File: config.mk
export PLATFORM = sky130hd
export DESIGN_NAME = scc_sar_control
export DESIGN_NICKNAME = d
export VERILOG_FILES = /design/src/scc_pkg.sv /design/src/scc_fifo.sv /design/src/scc_sar_control.sv
export SDC_FILE = /design/constraint.sdc
export NUM_CORES = 1
export LEC_CHECK = 0
export ABC_AREA = 1
export BUFFER_PORTS_ARGS = -buffer_cell sky130_fd_sc_hd__buf_2
export CAP_MARGIN = 20
export CORE_ASPECT_RATIO = 0.9
export CORE_MARGIN = 2
export CORE_UTILIZATION = 45
export CTS_BUF_LIST = sky130_fd_sc_hd__clkbuf_4
export CTS_CLUSTER_SIZE = 24
export DETAILED_ROUTE_END_ITERATION = 10
export PLACE_DENSITY = 0.7
export SYNTH_ARGS = -nofsm -noshare
export SYNTH_HDL_FRONTEND = slang
export SYNTH_SLANG_ARGS = --single-unit
File: constraint.sdc
create_clock -name clk -period 4.4 [get_ports clk]
set_input_delay 0.44 -clock clk [delete_from_list [all_inputs] [get_ports clk]]
set_output_delay 0.44 -clock clk [all_outputs]
set_load 0.05 [all_outputs]
File: src/scc_pkg.sv
// shared constants and types for the successive-approximation conversion control
package scc_pkg;

  localparam int unsigned CLK_HZ      = 50_000_000;
  localparam int unsigned CLK_NS      = 20;
  localparam int unsigned RESULT_BITS = 12;

  // bit-step rates with the rate-select input grounded
  localparam int unsigned SLOW_RATE_HZ = 600_000;
  localparam int unsigned FAST_RATE_HZ = 1_500_000;
  localparam int unsigned SLOW_STEP_CYC = CLK_HZ / SLOW_RATE_HZ;
  localparam int unsigned FAST_STEP_CYC = CLK_HZ / FAST_RATE_HZ;

  // faster steps when a short conversion is selected
  localparam int unsigned SLOW10_STEP_CYC = 68;
  localparam int unsigned FAST10_STEP_CYC = 27;
  localparam int unsigned SLOW8_STEP_CYC  = 55;
  localparam int unsigned FAST8_STEP_CYC  = 22;

  // clock-out pulse width
  localparam int unsigned PULSE_NS  = 100;
  localparam int unsigned PULSE_CYC = (PULSE_NS + CLK_NS - 1) / CLK_NS;

  // start pulse least high time
  localparam int unsigned START_MIN_NS  = 100;
  localparam int unsigned START_MIN_CYC = (START_MIN_NS + CLK_NS - 1) / CLK_NS;

  // full-length conversion ceilings
  localparam int unsigned SLOW_CONV_US = 20;
  localparam int unsigned FAST_CONV_US = 8;

  // buffer settling time
  localparam int unsigned SETTLE_US  = 3;
  localparam int unsigned SETTLE_CYC = SETTLE_US * (CLK_HZ / 1_000_000);

  localparam logic [1:0] RATE_NORMAL = 2'h0;
  localparam logic [1:0] RATE_TEN    = 2'h1;
  localparam logic [1:0] RATE_EIGHT  = 2'h2;

  localparam logic [11:0] RESULT_RESET = 12'h0fff;

  typedef enum logic [1:0] {
    SCC_UNIPOLAR,
    SCC_OFFSET_BIN,
    SCC_TWOS_COMP
  } scc_coding_t;

  typedef struct packed {
    logic [11:0] code;
    logic        truncated;
  } scc_result_t;

endpackage : scc_pkg

File: src/scc_fifo.sv
// small valid/ready FIFO for result words
`timescale 1ns/1ps
module scc_fifo #(
  parameter int unsigned WIDTH = 13,
  parameter int unsigned DEPTH = 4
) (
  input  wire logic             clk,
  input  wire logic             rst,
  input  wire logic             inValid,
  output logic                  inReady,
  input  wire logic [WIDTH-1:0] inData,
  output logic                  outValid,
  input  wire logic             outReady,
  output logic      [WIDTH-1:0] outData
);
  localparam int unsigned AW = (DEPTH > 1) ? $clog2(DEPTH) : 1;

  logic [WIDTH-1:0] mem [DEPTH];
  logic [AW-1:0]    wrPtr;
  logic [AW-1:0]    rdPtr;
  logic [AW:0]      count;
  logic             doWrite;
  logic             doRead;

  assign inReady  = (count != (AW+1)'(DEPTH));
  assign outValid = (count != '0);
  assign doWrite  = inValid && inReady;
  assign doRead   = outValid && outReady;
  assign outData  = mem[rdPtr];

  // storage has no reset, it only holds words counted as valid
  always_ff @(posedge clk) begin
    if (doWrite) begin
      mem[wrPtr] <= inData;
    end
  end

  // pointers wrap at depth
  always_ff @(posedge clk) begin
    if (rst) begin
      wrPtr <= '0;
      rdPtr <= '0;
    end else begin
      if (doWrite) begin
        wrPtr <= (wrPtr == AW'(DEPTH - 1)) ? '0 : wrPtr + 1'b1;
      end
      if (doRead) begin
        rdPtr <= (rdPtr == AW'(DEPTH - 1)) ? '0 : rdPtr + 1'b1;
      end
    end
  end

  // occupancy
  always_ff @(posedge clk) begin
    if (rst) begin
      count <= '0;
    end else if (doWrite && !doRead) begin
      count <= count + 1'b1;
    end else if (doRead && !doWrite) begin
      count <= count - 1'b1;
    end
  end
endmodule : scc_fifo

File: src/scc_sar_control.sv
// sequencer, result latch, serial stream and clock-out for a 12-bit SAR converter
`timescale 1ns/1ps
// How it works
// - a conversion starts on the falling edge of start, never the rising edge
// - one comparator decision per step, MSB first, builds a 12-bit result
// - full conversion fits 20us slow model, 8us fast model
// - short-cycled: 15us/6us at 10 bits, 10us/4us at 8 bits
// - parallel result latched, held until the next start arrives
// - parallel result complementary: binary, offset binary or two's complement
// - serial output shows each decision as made, NRZ, MSB first
// - serial stream only complementary binary or offset binary
// - busy high during reset and conversion, low when result complete
// - clock-out pulses about 100ns wide at 600kHz or 1.5MHz with rate select grounded, faster when short-cycled
module scc_sar_control
  import scc_pkg::*;
#(
  parameter bit          FAST_MODEL  = 1'b0,
  parameter int unsigned FIFO_DEPTH  = 4
) (
  input  wire logic        clk,
  input  wire logic        rst,
  input  wire logic        start,
  input  wire logic        compare,
  input  wire logic        earlyStop,
  input  wire logic [1:0]  rateSelect,
  input  wire scc_coding_t coding,
  output logic [11:0]      dacCode,
  output logic [11:0]      parallelOut,
  output logic             serialOut,
  output logic             busy,
  output logic             clockOut,
  output logic             resultValid,
  input  wire logic        resultReady,
  output scc_result_t      resultData
);

  typedef enum logic [1:0] {
    ST_IDLE,
    ST_RESET,
    ST_DECIDE,
    ST_DONE
  } scc_state_t;

  scc_state_t  state;
  logic        startPrev;
  logic        startFall;
  logic [7:0]  stepCount;
  logic [7:0]  stepLen;
  logic        stepTick;
  logic [3:0]  bitIdx;
  logic [11:0] trial;
  logic [11:0] sar;
  logic [11:0] next_sar;
  logic        decision;
  logic [2:0]  pulseCount;
  logic        fifoReady;
  logic        pushPending;
  scc_result_t pushWord;
  logic [11:0] coded;
  logic [11:0] nextTrialBit;
  logic [10:0] convCycles;

  // longest busy span allowed for a full conversion on this model, in clocks
  localparam int unsigned CONV_LIMIT =
    (FAST_MODEL ? FAST_CONV_US : SLOW_CONV_US) * (CLK_HZ / 1_000_000);

  // falling edge of start begins a conversion
  always_ff @(posedge clk) begin
    if (rst) begin
      startPrev <= 1'b0;
    end else begin
      startPrev <= start;
    end
  end
  assign startFall = startPrev && !start;

  // step length follows model and rate select, faster when short-cycled
  always_comb begin
    unique case (rateSelect)
      RATE_TEN:   stepLen = 8'(FAST_MODEL ? FAST10_STEP_CYC : SLOW10_STEP_CYC);
      RATE_EIGHT: stepLen = 8'(FAST_MODEL ? FAST8_STEP_CYC : SLOW8_STEP_CYC);
      default:    stepLen = 8'(FAST_MODEL ? FAST_STEP_CYC : SLOW_STEP_CYC);
    endcase
  end

  // internal bit clock, restarted at each start so every decision gets a full step
  always_ff @(posedge clk) begin
    if (rst || stepTick || startFall || state == ST_RESET) begin
      stepCount <= '0;
    end else begin
      stepCount <= stepCount + 1'b1;
    end
  end
  assign stepTick = (stepCount >= stepLen - 8'd1);

  // clock-out pulse on each step, fixed width
  always_ff @(posedge clk) begin
    if (rst) begin
      pulseCount <= '0;
    end else if (stepTick) begin
      pulseCount <= 3'(PULSE_CYC);
    end else if (pulseCount != '0) begin
      pulseCount <= pulseCount - 1'b1;
    end
  end
  assign clockOut = (pulseCount != '0);

  // trial code: bits decided so far plus the one under test
  assign trial   = sar | (12'h0800 >> bitIdx);
  assign dacCode = trial;
  // bit that comes under test after the current one, zero past the lsb
  assign nextTrialBit = 12'h0800 >> (bitIdx + 4'd1);
  // comparator high means the trial is below input, keep the bit
  assign decision = compare;
  always_comb begin
    next_sar = sar;
    if (decision) begin
      next_sar = trial;
    end
  end

  // sequencer: a start always restarts, even mid-conversion
  always_ff @(posedge clk) begin
    if (rst) begin
      state  <= ST_RESET;
      bitIdx <= '0;
      sar    <= '0;
    end else if (startFall) begin
      state  <= ST_RESET;
      bitIdx <= '0;
      sar    <= '0;
    end else begin
      unique case (state)
        ST_IDLE:  state <= ST_IDLE;
        // clearing takes one clock, not a bit step, so twelve steps fit the time limit
        ST_RESET: state <= ST_DECIDE;
        ST_DECIDE: begin
          // early-stop is watched every clock so a short cycle wastes no step
          if (!earlyStop) begin
            state <= ST_DONE;
          end else if (stepTick) begin
            sar <= next_sar;
            if (bitIdx == 4'd11) begin
              state <= ST_DONE;
            end else begin
              bitIdx <= bitIdx + 4'd1;
            end
          end
        end
        ST_DONE:  state <= ST_IDLE;
      endcase
    end
  end

  // complementary coding of the finished code
  always_comb begin
    unique case (coding)
      SCC_TWOS_COMP: coded = ~{~sar[11], sar[10:0]};
      default:       coded = ~sar;
    endcase
  end

  // parallel outputs: running complement while converting, latched at the end
  always_ff @(posedge clk) begin
    if (rst) begin
      parallelOut <= RESULT_RESET;
    end else if (startFall) begin
      parallelOut <= RESULT_RESET;
    end else if (state == ST_RESET) begin
      parallelOut <= ~12'h0800; // msb shown under test
    end else if (state == ST_DECIDE && earlyStop && stepTick) begin
      // next bit shows low while tested, which is what short-cycle wiring watches
      parallelOut <= ~(next_sar | nextTrialBit);
    end else if (state == ST_DONE) begin
      parallelOut <= coded;
    end
  end

  // serial stream: current decision, complemented, never two's complement
  always_ff @(posedge clk) begin
    if (rst) begin
      serialOut <= 1'b1;
    end else if (state == ST_DECIDE && stepTick && earlyStop) begin
      serialOut <= ~decision;
    end
  end

  // busy high during reset and conversion
  assign busy = (state == ST_RESET) || (state == ST_DECIDE) || (state == ST_DONE);

  // a finished result waits for room; a full FIFO holds the push until a newer result overwrites it
  always_ff @(posedge clk) begin
    if (rst) begin
      pushPending <= 1'b0;
      pushWord    <= '0;
    end else if (state == ST_DONE) begin
      pushPending        <= 1'b1;
      pushWord.code      <= coded;
      pushWord.truncated <= !earlyStop;
    end else if (fifoReady) begin
      pushPending <= 1'b0;
    end
  end

  scc_fifo #(
    .WIDTH ($bits(scc_result_t)),
    .DEPTH (FIFO_DEPTH)
  ) u_fifo (
    .clk      (clk),
    .rst      (rst),
    .inValid  (pushPending),
    .inReady  (fifoReady),
    .inData   (pushWord),
    .outValid (resultValid),
    .outReady (resultReady),
    .outData  (resultData)
  );

  // helper for the time bound: clocks spent busy since the last start
  always_ff @(posedge clk) begin
    if (rst || startFall) begin
      convCycles <= '0;
    end else if (busy && convCycles != '1) begin
      convCycles <= convCycles + 11'd1;
    end
  end

  // checks on the sequencer, result latch, serial stream and clock-out

  a_start_falls: assert property (@(posedge clk) disable iff (rst)
    ($fell(start)) |=> (state == ST_RESET) && busy)
    else $error("falling start did not restart conversion");

  a_rise_ignored: assert property (@(posedge clk) disable iff (rst)
    ($rose(start) && state == ST_IDLE) |=> state == ST_IDLE)
    else $error("rising start began a conversion");

  a_busy_done: assert property (@(posedge clk) disable iff (rst)
    (state == ST_DONE && !startFall) |=> !busy ##0 parallelOut == $past(coded))
    else $error("busy or result wrong after completion");

  a_result_held: assert property (@(posedge clk) disable iff (rst)
    (state == ST_IDLE && !startFall) |=> $stable(parallelOut))
    else $error("parallel result changed while idle");

  a_serial_now: assert property (@(posedge clk) disable iff (rst)
    (state == ST_DECIDE && stepTick && earlyStop && !startFall) |=> serialOut == !$past(compare))
    else $error("serial bit not the current decision");

  a_pulse_width: assert property (@(posedge clk) disable iff (rst)
    $rose(clockOut) |-> clockOut [*5] ##1 !clockOut)
    else $error("clock-out pulse width wrong");

  a_busy_state: assert property (@(posedge clk) disable iff (rst)
    (state == ST_DECIDE) |-> busy)
    else $error("busy low during conversion");

  a_full_bits: assert property (@(posedge clk) disable iff (rst)
    (state == ST_DECIDE && earlyStop) |-> bitIdx <= 4'd11)
    else $error("bit index beyond twelve bits");

  a_reset_brief: assert property (@(posedge clk) disable iff (rst)
    (state == ST_RESET && !startFall) |=> state == ST_DECIDE && dacCode == 12'h0800)
    else $error("register clear did not lead to the msb trial");

  a_short_stop: assert property (@(posedge clk) disable iff (rst)
    (state == ST_DECIDE && !earlyStop && !startFall) |=> state == ST_DONE && busy)
    else $error("early stop did not end the conversion");

  a_done_brief: assert property (@(posedge clk) disable iff (rst)
    (state == ST_DONE && !startFall) |=> state == ST_IDLE)
    else $error("done state lasted more than one clock");

  a_serial_hold: assert property (@(posedge clk) disable iff (rst)
    (state == ST_IDLE && !startFall) |=> $stable(serialOut))
    else $error("serial output changed without a decision");

  a_tick_spacing: assert property (@(posedge clk) disable iff (rst)
    stepTick |=> !stepTick [*8])
    else $error("bit steps closer than the clock-out pulse allows");

  a_pulse_start: assert property (@(posedge clk) disable iff (rst)
    stepTick |=> clockOut)
    else $error("clock-out pulse missing on a bit step");

  a_trial_hold: assert property (@(posedge clk) disable iff (rst)
    (state == ST_DECIDE && !stepTick && earlyStop && !startFall) |=> $stable(dacCode))
    else $error("trial code moved inside a bit step");

  a_push_once: assert property (@(posedge clk) disable iff (rst)
    (state == ST_DONE && !startFall) |=> pushPending)
    else $error("finished result not offered to the queue");

  a_conv_limit: assert property (@(posedge clk) disable iff (rst)
    busy |-> convCycles < 11'(CONV_LIMIT))
    else $error("conversion ran past its time limit");

endmodule : scc_sar_control

==> results.toml, run 1 <==
[synthesis]
synth-async-reset-ratio = 0
netlist_area_um2 = 5440
synth_edf_count = 52
yosysMostFrequentCell = "nand2_1"
synth_ff_type = "dfxtp_1"
synth_top_area_frac = 0.287
synth_fp_nets = 648
syn_inst = 606
synth-seq-area-share = 0.530
avgSynthCellArea_um2 = 8.98
yosys-top-cells-area = "edfxtp_1 (29%), dfxtp_1 (24%), ha_1 (7.1%)"
synth_area_leader_cell = "edfxtp_1"
synth_common_cells = "nand2_1 (97), inv_1 (70), o21ai_0 (67), dfxtp_1 (66), nor2_1 (60)"
ys_seq_elements = 118
yosysWarnings = 0
ys_types = 38

[timing]
drv_slew = 0
clock.fmax_ghz = 0.362
worst_pin_slew_ns = 0.783
grt_setup_unrepaired = "false"
fin_crit_sh = 0.628
slew_headroom = 0.478
setup_tns_ns = 0
timing_hold_violations_final = 0
layout_min_cycle_time_ns = 2.76
setup_violations = 0
skew_ns = 0.0167

[setup_path]
critPathMaxFanout = 27
path_depth = 5
crit_family = "buffers and inverters"
path_buf_inv = 3
crit_path_top_delay_cell = "inv_1"
worstSetupStartpointType = "flop"
cp_slowest_stage_delay_ns = 0.56
ff2ff_path_depth = 5
setup.worst_path.class = "reg -> out"
worstPathRequired_ns = 3.96
arrival_ns = 2.32
path_cells = "buf_4 -> inv_1 -> o21ai_0 -> o22ai_1 -> buf_2"
endpoint_kind = "output pin"

[place]
dp_hpwl_mm = 8.24
port_buffers = 50
place_congestion = 0.912

[route]
viasPerCell = 5.24
vias = 4346
dr.pass1.iters = 5
wl_per_cell_um = 14.6
routed_wl_mm = 12.1
drcViolationCount = 0
ant_nets = 0
drtIter0Drc = 369

[finish]
diodes = 0
fin_util = 0.513
nets = 699
drive_above_1_share = 0.154
syn2layout_area_growth_pct = 12.5
fillers = 1128

[floorplan]
die_y_um = 108
chipWidth_um = 120
dieArea_um2 = 13000
rows = 38
initial_core_util = 0.456
io-pin-count = 51
coreArea_um2 = 11900

[hold_path]
hold_path_depth = 2
hp-class = "in -> reg"

[clock_network]
post_cts_buffers = 0
cts-resized-gates = 0
holdBufCountCts = 0
path_clk_slew_ns = 0.11
clockBufferDepth = 2
insertion_delay_ns = 0.51
cts_buffers = 17
cts_tree = "done"
cts_sinks = 118
cts-root-buf = "clkbuf_4"
cts_max_level = 4

[grt]
antenna_found_initial = 0
grt_pass1_vias = 4198
track_usage = 0.198
grt_start_max_net_pins = 37
grt_pass1_wl_mm = 20.1
gr-total-overflow = 0

[pwr]
p_leak_nw = 2.59
vdd_drop_max_mv = 0.194
p_per_area_nw_per_um2 = 502

[outcome]
outcome = "finished, final reports clean"

[run]
drv_cap = 0
## registers in the layout, indices dropped and copies added, names as in the netlist, named ones only
register and flops:
sar 12, startPrev 1, pushWord 13, u_fifo.mem 52
pulseCount 3, serialOut 1, u_fifo.rdPtr 2, stepCount 8
u_fifo.wrPtr 2, bitIdx 4, u_fifo.count 3, parallelOut 12
pushPending 1, state 2
## path summary, 6_finish.rpt
kind | start | endpoint | slack [ns]
setup / recovery | flop | resultData[1] | 1.64
hold / removal | earlyStop | pushWord[0] | 0.14
hold reg to reg | sar[10] | pushWord[11] | 0.44
setup reg to reg | startPrev | stepCount[3] | 2.13
## cell families (layout without fill, tap and decap cells)
logic type      Yosys count  after routing  share of synthesized area
xor+xnor                  5              5                    0.00805
flops                   118            118                      0.530
buf+inv                  95            159                     0.0708
compound gates          136            136                      0.142
fa+ha+maj                32             32                     0.0750
other cells               1              1                   0.000689
simple gates            219            219                      0.174
## area by class of cell
cell class                      instances  area, um^2  area share
Clock inverter                         15         178      0.0290
Inverter                               72         270      0.0442
Multi-Input combinational cell        393        2170       0.355
Timing Repair Buffer                   55         288      0.0470
Tap cell                              160         200      0.0327
Sequential cell                       118        2880       0.471
Clock buffer                           17         128      0.0209
## placed cells by master, fill, tap and decap left out, types with 4 or more instances in the layout
master	Yosys	final
o22ai_1	13	13
clkinv_4	0	4
buf_4	1	5
clkbuf_4	0	17
nand3_1	40	40
nor3_1	6	6
nand4_1	7	7
nor2_1	60	60
o211ai_1	4	4
o21ai_0	67	67
nand2_1	97	97
ha_1	31	31
inv_1	70	70
a211oi_2	4	4
a21oi_1	33	33
edfxtp_1	52	52
dfxtp_1	66	66
buf_2	2	50
inv_2	2	4
## routing by layer
metal	global-route usage	share of wire	wire [um]	vias up
met3	0.0459	0.061	740	21
met4	0.0857	0.019	232	0
met5	0	0	0	-
met2	0.322	0.46	5620	142
li1	-	-	-	2153
met1	0.254	0.45	5500	2030
## stage by stage
step                      setup slack (ns)  instances  area (um^2)  hold slack (ns)  power [mW]
after floorplan                       1.71        606         5440            0.406        2.05
after global placement                1.81        797         5810            0.417        2.24
after detailed placement              1.71        797         5810            0.425        2.27
after CTS                             1.61        829         6110            0.109        3.09
after global routing                  1.42        830         6120            0.100        3.25
final                                 1.64        830         6120            0.139        3.07
## report_power, final
group	total [mW]	switching (mW)	leakage, nW	internal (mW)
Clock	0.826	0.430	0.159	0.396
Combinational	0.939	0.703	1.41	0.236
Sequential	1.31	0.0726	1.02	1.24
Note: power is estimated with default switching activity, not from simulation.
==> run 2: changes to the inputs <==
clock period = 2.62 ns   (was 4.4 ns; I/O delays follow)
==> run 2 against run 1 <==
  * Clock power grew 45%
  * Clock-buffer cell count increased by 2
  * Combinational power up 69%
  * Clock skew decreased by 0.0036 ns
  * Sequential power up 68%
  * Worst hold slack lost 0.047 ns
  * Sequential share of layout area is 0.067 points lower
  * Register-to-register slack got worse by 1.5 ns
==> results.toml, run 2 (synthesized netlist as in run 1, its figures left out) <==
[pwr]
power.total_mw = 4.99
vdd_drop_max_mv = 0.259
p_leak_nw = 2.60
p_per_area_nw_per_um2 = 814

[finish]
fin_util = 0.514
fillers = 1136
multi_input_area_um2 = 2170
nets = 706
fin_cells = 836
diodes = 0
top_regs = "u_fifo.mem x52, pushWord x13"
layout_common_cells = "nand2_1 (97), inv_1 (70), dfxtp_1 (66)"
final_common_cell = "nand2_1"
top_register = "u_fifo.mem"
seqCellArea_um2 = 2880
syn2layout_area_growth_pct = 12.6
design_area_um2 = 6130
drive_above_1_share = 0.152
largest_reg_flops = 52

[floorplan]
coreArea_um2 = 11900
rows = 38
dieArea_um2 = 13000
initial_core_util = 0.456
io-pin-count = 51
chipWidth_um = 120
die_y_um = 108

[place]
place_congestion = 0.953
placed_cells = 803
place_ws_ns = 0.279
dpl-instance-area_um2 = 5850
port_buffers = 50
dp_hpwl_mm = 8.43

[run]
drv_cap = 0

[clock_network]
insertion_delay_ns = 0.51
clockBufferDepth = 2
cts_sinks = 118
path_clk_slew_ns = 0.09
cts_buffers = 17
cts-resized-gates = 0
cts_max_level = 4
cts_tree = "done"
cts-root-buf = "clkbuf_4"

[route]
vias = 4319
drcViolationCount = 0
drtIter0Drc = 387
dr.pass1.iters = 5
routed_wl_mm = 12.2
ant_nets = 0
viasPerCell = 5.17
wl_per_cell_um = 14.6

[setup_path]
worstReg2RegStart = "stepCount[5]"
worstPathRequired_ns = 2.36
endpoint_kind = "output pin"
crit_start = "bitIdx[0]"
critPathMaxFanout = 7
worstSetupStartpointType = "flop"
setup.worst_path.class = "reg -> out"
arrival_ns = 2.18

[grt]
grt_pass1_vias = 4069
grt_start_max_net_pins = 37
grt_pass1_wl_mm = 20.0
antenna_found_initial = 0
track_usage = 0.200
gr-total-overflow = 0

[timing]
skew_ns = 0.0131
layout_min_cycle_time_ns = 2.44
slew_headroom = 0.491
setup_violations = 0
timing_hold_violations_final = 0
setup_ws_ns = 0.181
grt_setup_unrepaired = "false"
clock.fmax_ghz = 0.410
setup_tns_ns = 0
drv_slew = 0
fin_crit_sh = 0.931
whs_ns = 0.0919
worst_pin_slew_ns = 0.763

[hold_path]
hold_start = "rst"
hp-class = "in -> reg"

[outcome]
outcome = "finished, final reports clean"
## run 2: final timing paths
kind                                      end  slack [ns]  depth (start not counted)
worst min-delay path            pulseCount[0]        0.09                          2
worst max register to register      bitIdx[3]        0.60                          9
worst min register to register    pushWord[4]        0.45                          1
worst max-delay path               dacCode[7]        0.18                          5
## run 2: critical path, cell delays in order (launching register included)
cell and delay, ns:
dfxtp_1 0.39, inv_1 0.15, ha_1 0.33, inv_1 0.09, o31ai_1 0.36, buf_2 0.35
## run 2: area by class of cell
type                    count  share of cell area
clock buffers              19              0.0233
clock inverters            12              0.0186
inverters                  72              0.0441
multi-input cells         393               0.355
flip-flops and latches    118               0.470
well taps                 160              0.0327
repair buffers             62              0.0563
## run 2: timing repair
action / CTS / global route
hold buffers: 2 / 0
setup buffers: 0 / 0
hold endpoints to repair: 2 / 0
## run 2: routing by layer
| metal | global-route usage | share of wire | vias up |
|---|---|---|---|
| met4 | 0.0647 | 0.012 | 0 |
| met3 | 0.0496 | 0.052 | 14 |
| met1 | 0.273 | 0.47 | 2023 |
| met5 | 0 | 0 | - |
| met2 | 0.314 | 0.46 | 119 |
| li1 | - | - | 2163 |
## run 2: power by group
part | leakage (nW) | switching [mW] | internal, mW
clock | 0.138 | 0.639 | 0.565
sequential | 1.02 | 0.123 | 2.07
combinational | 1.45 | 1.18 | 0.402
total | 2.60 | 1.94 | 3.04
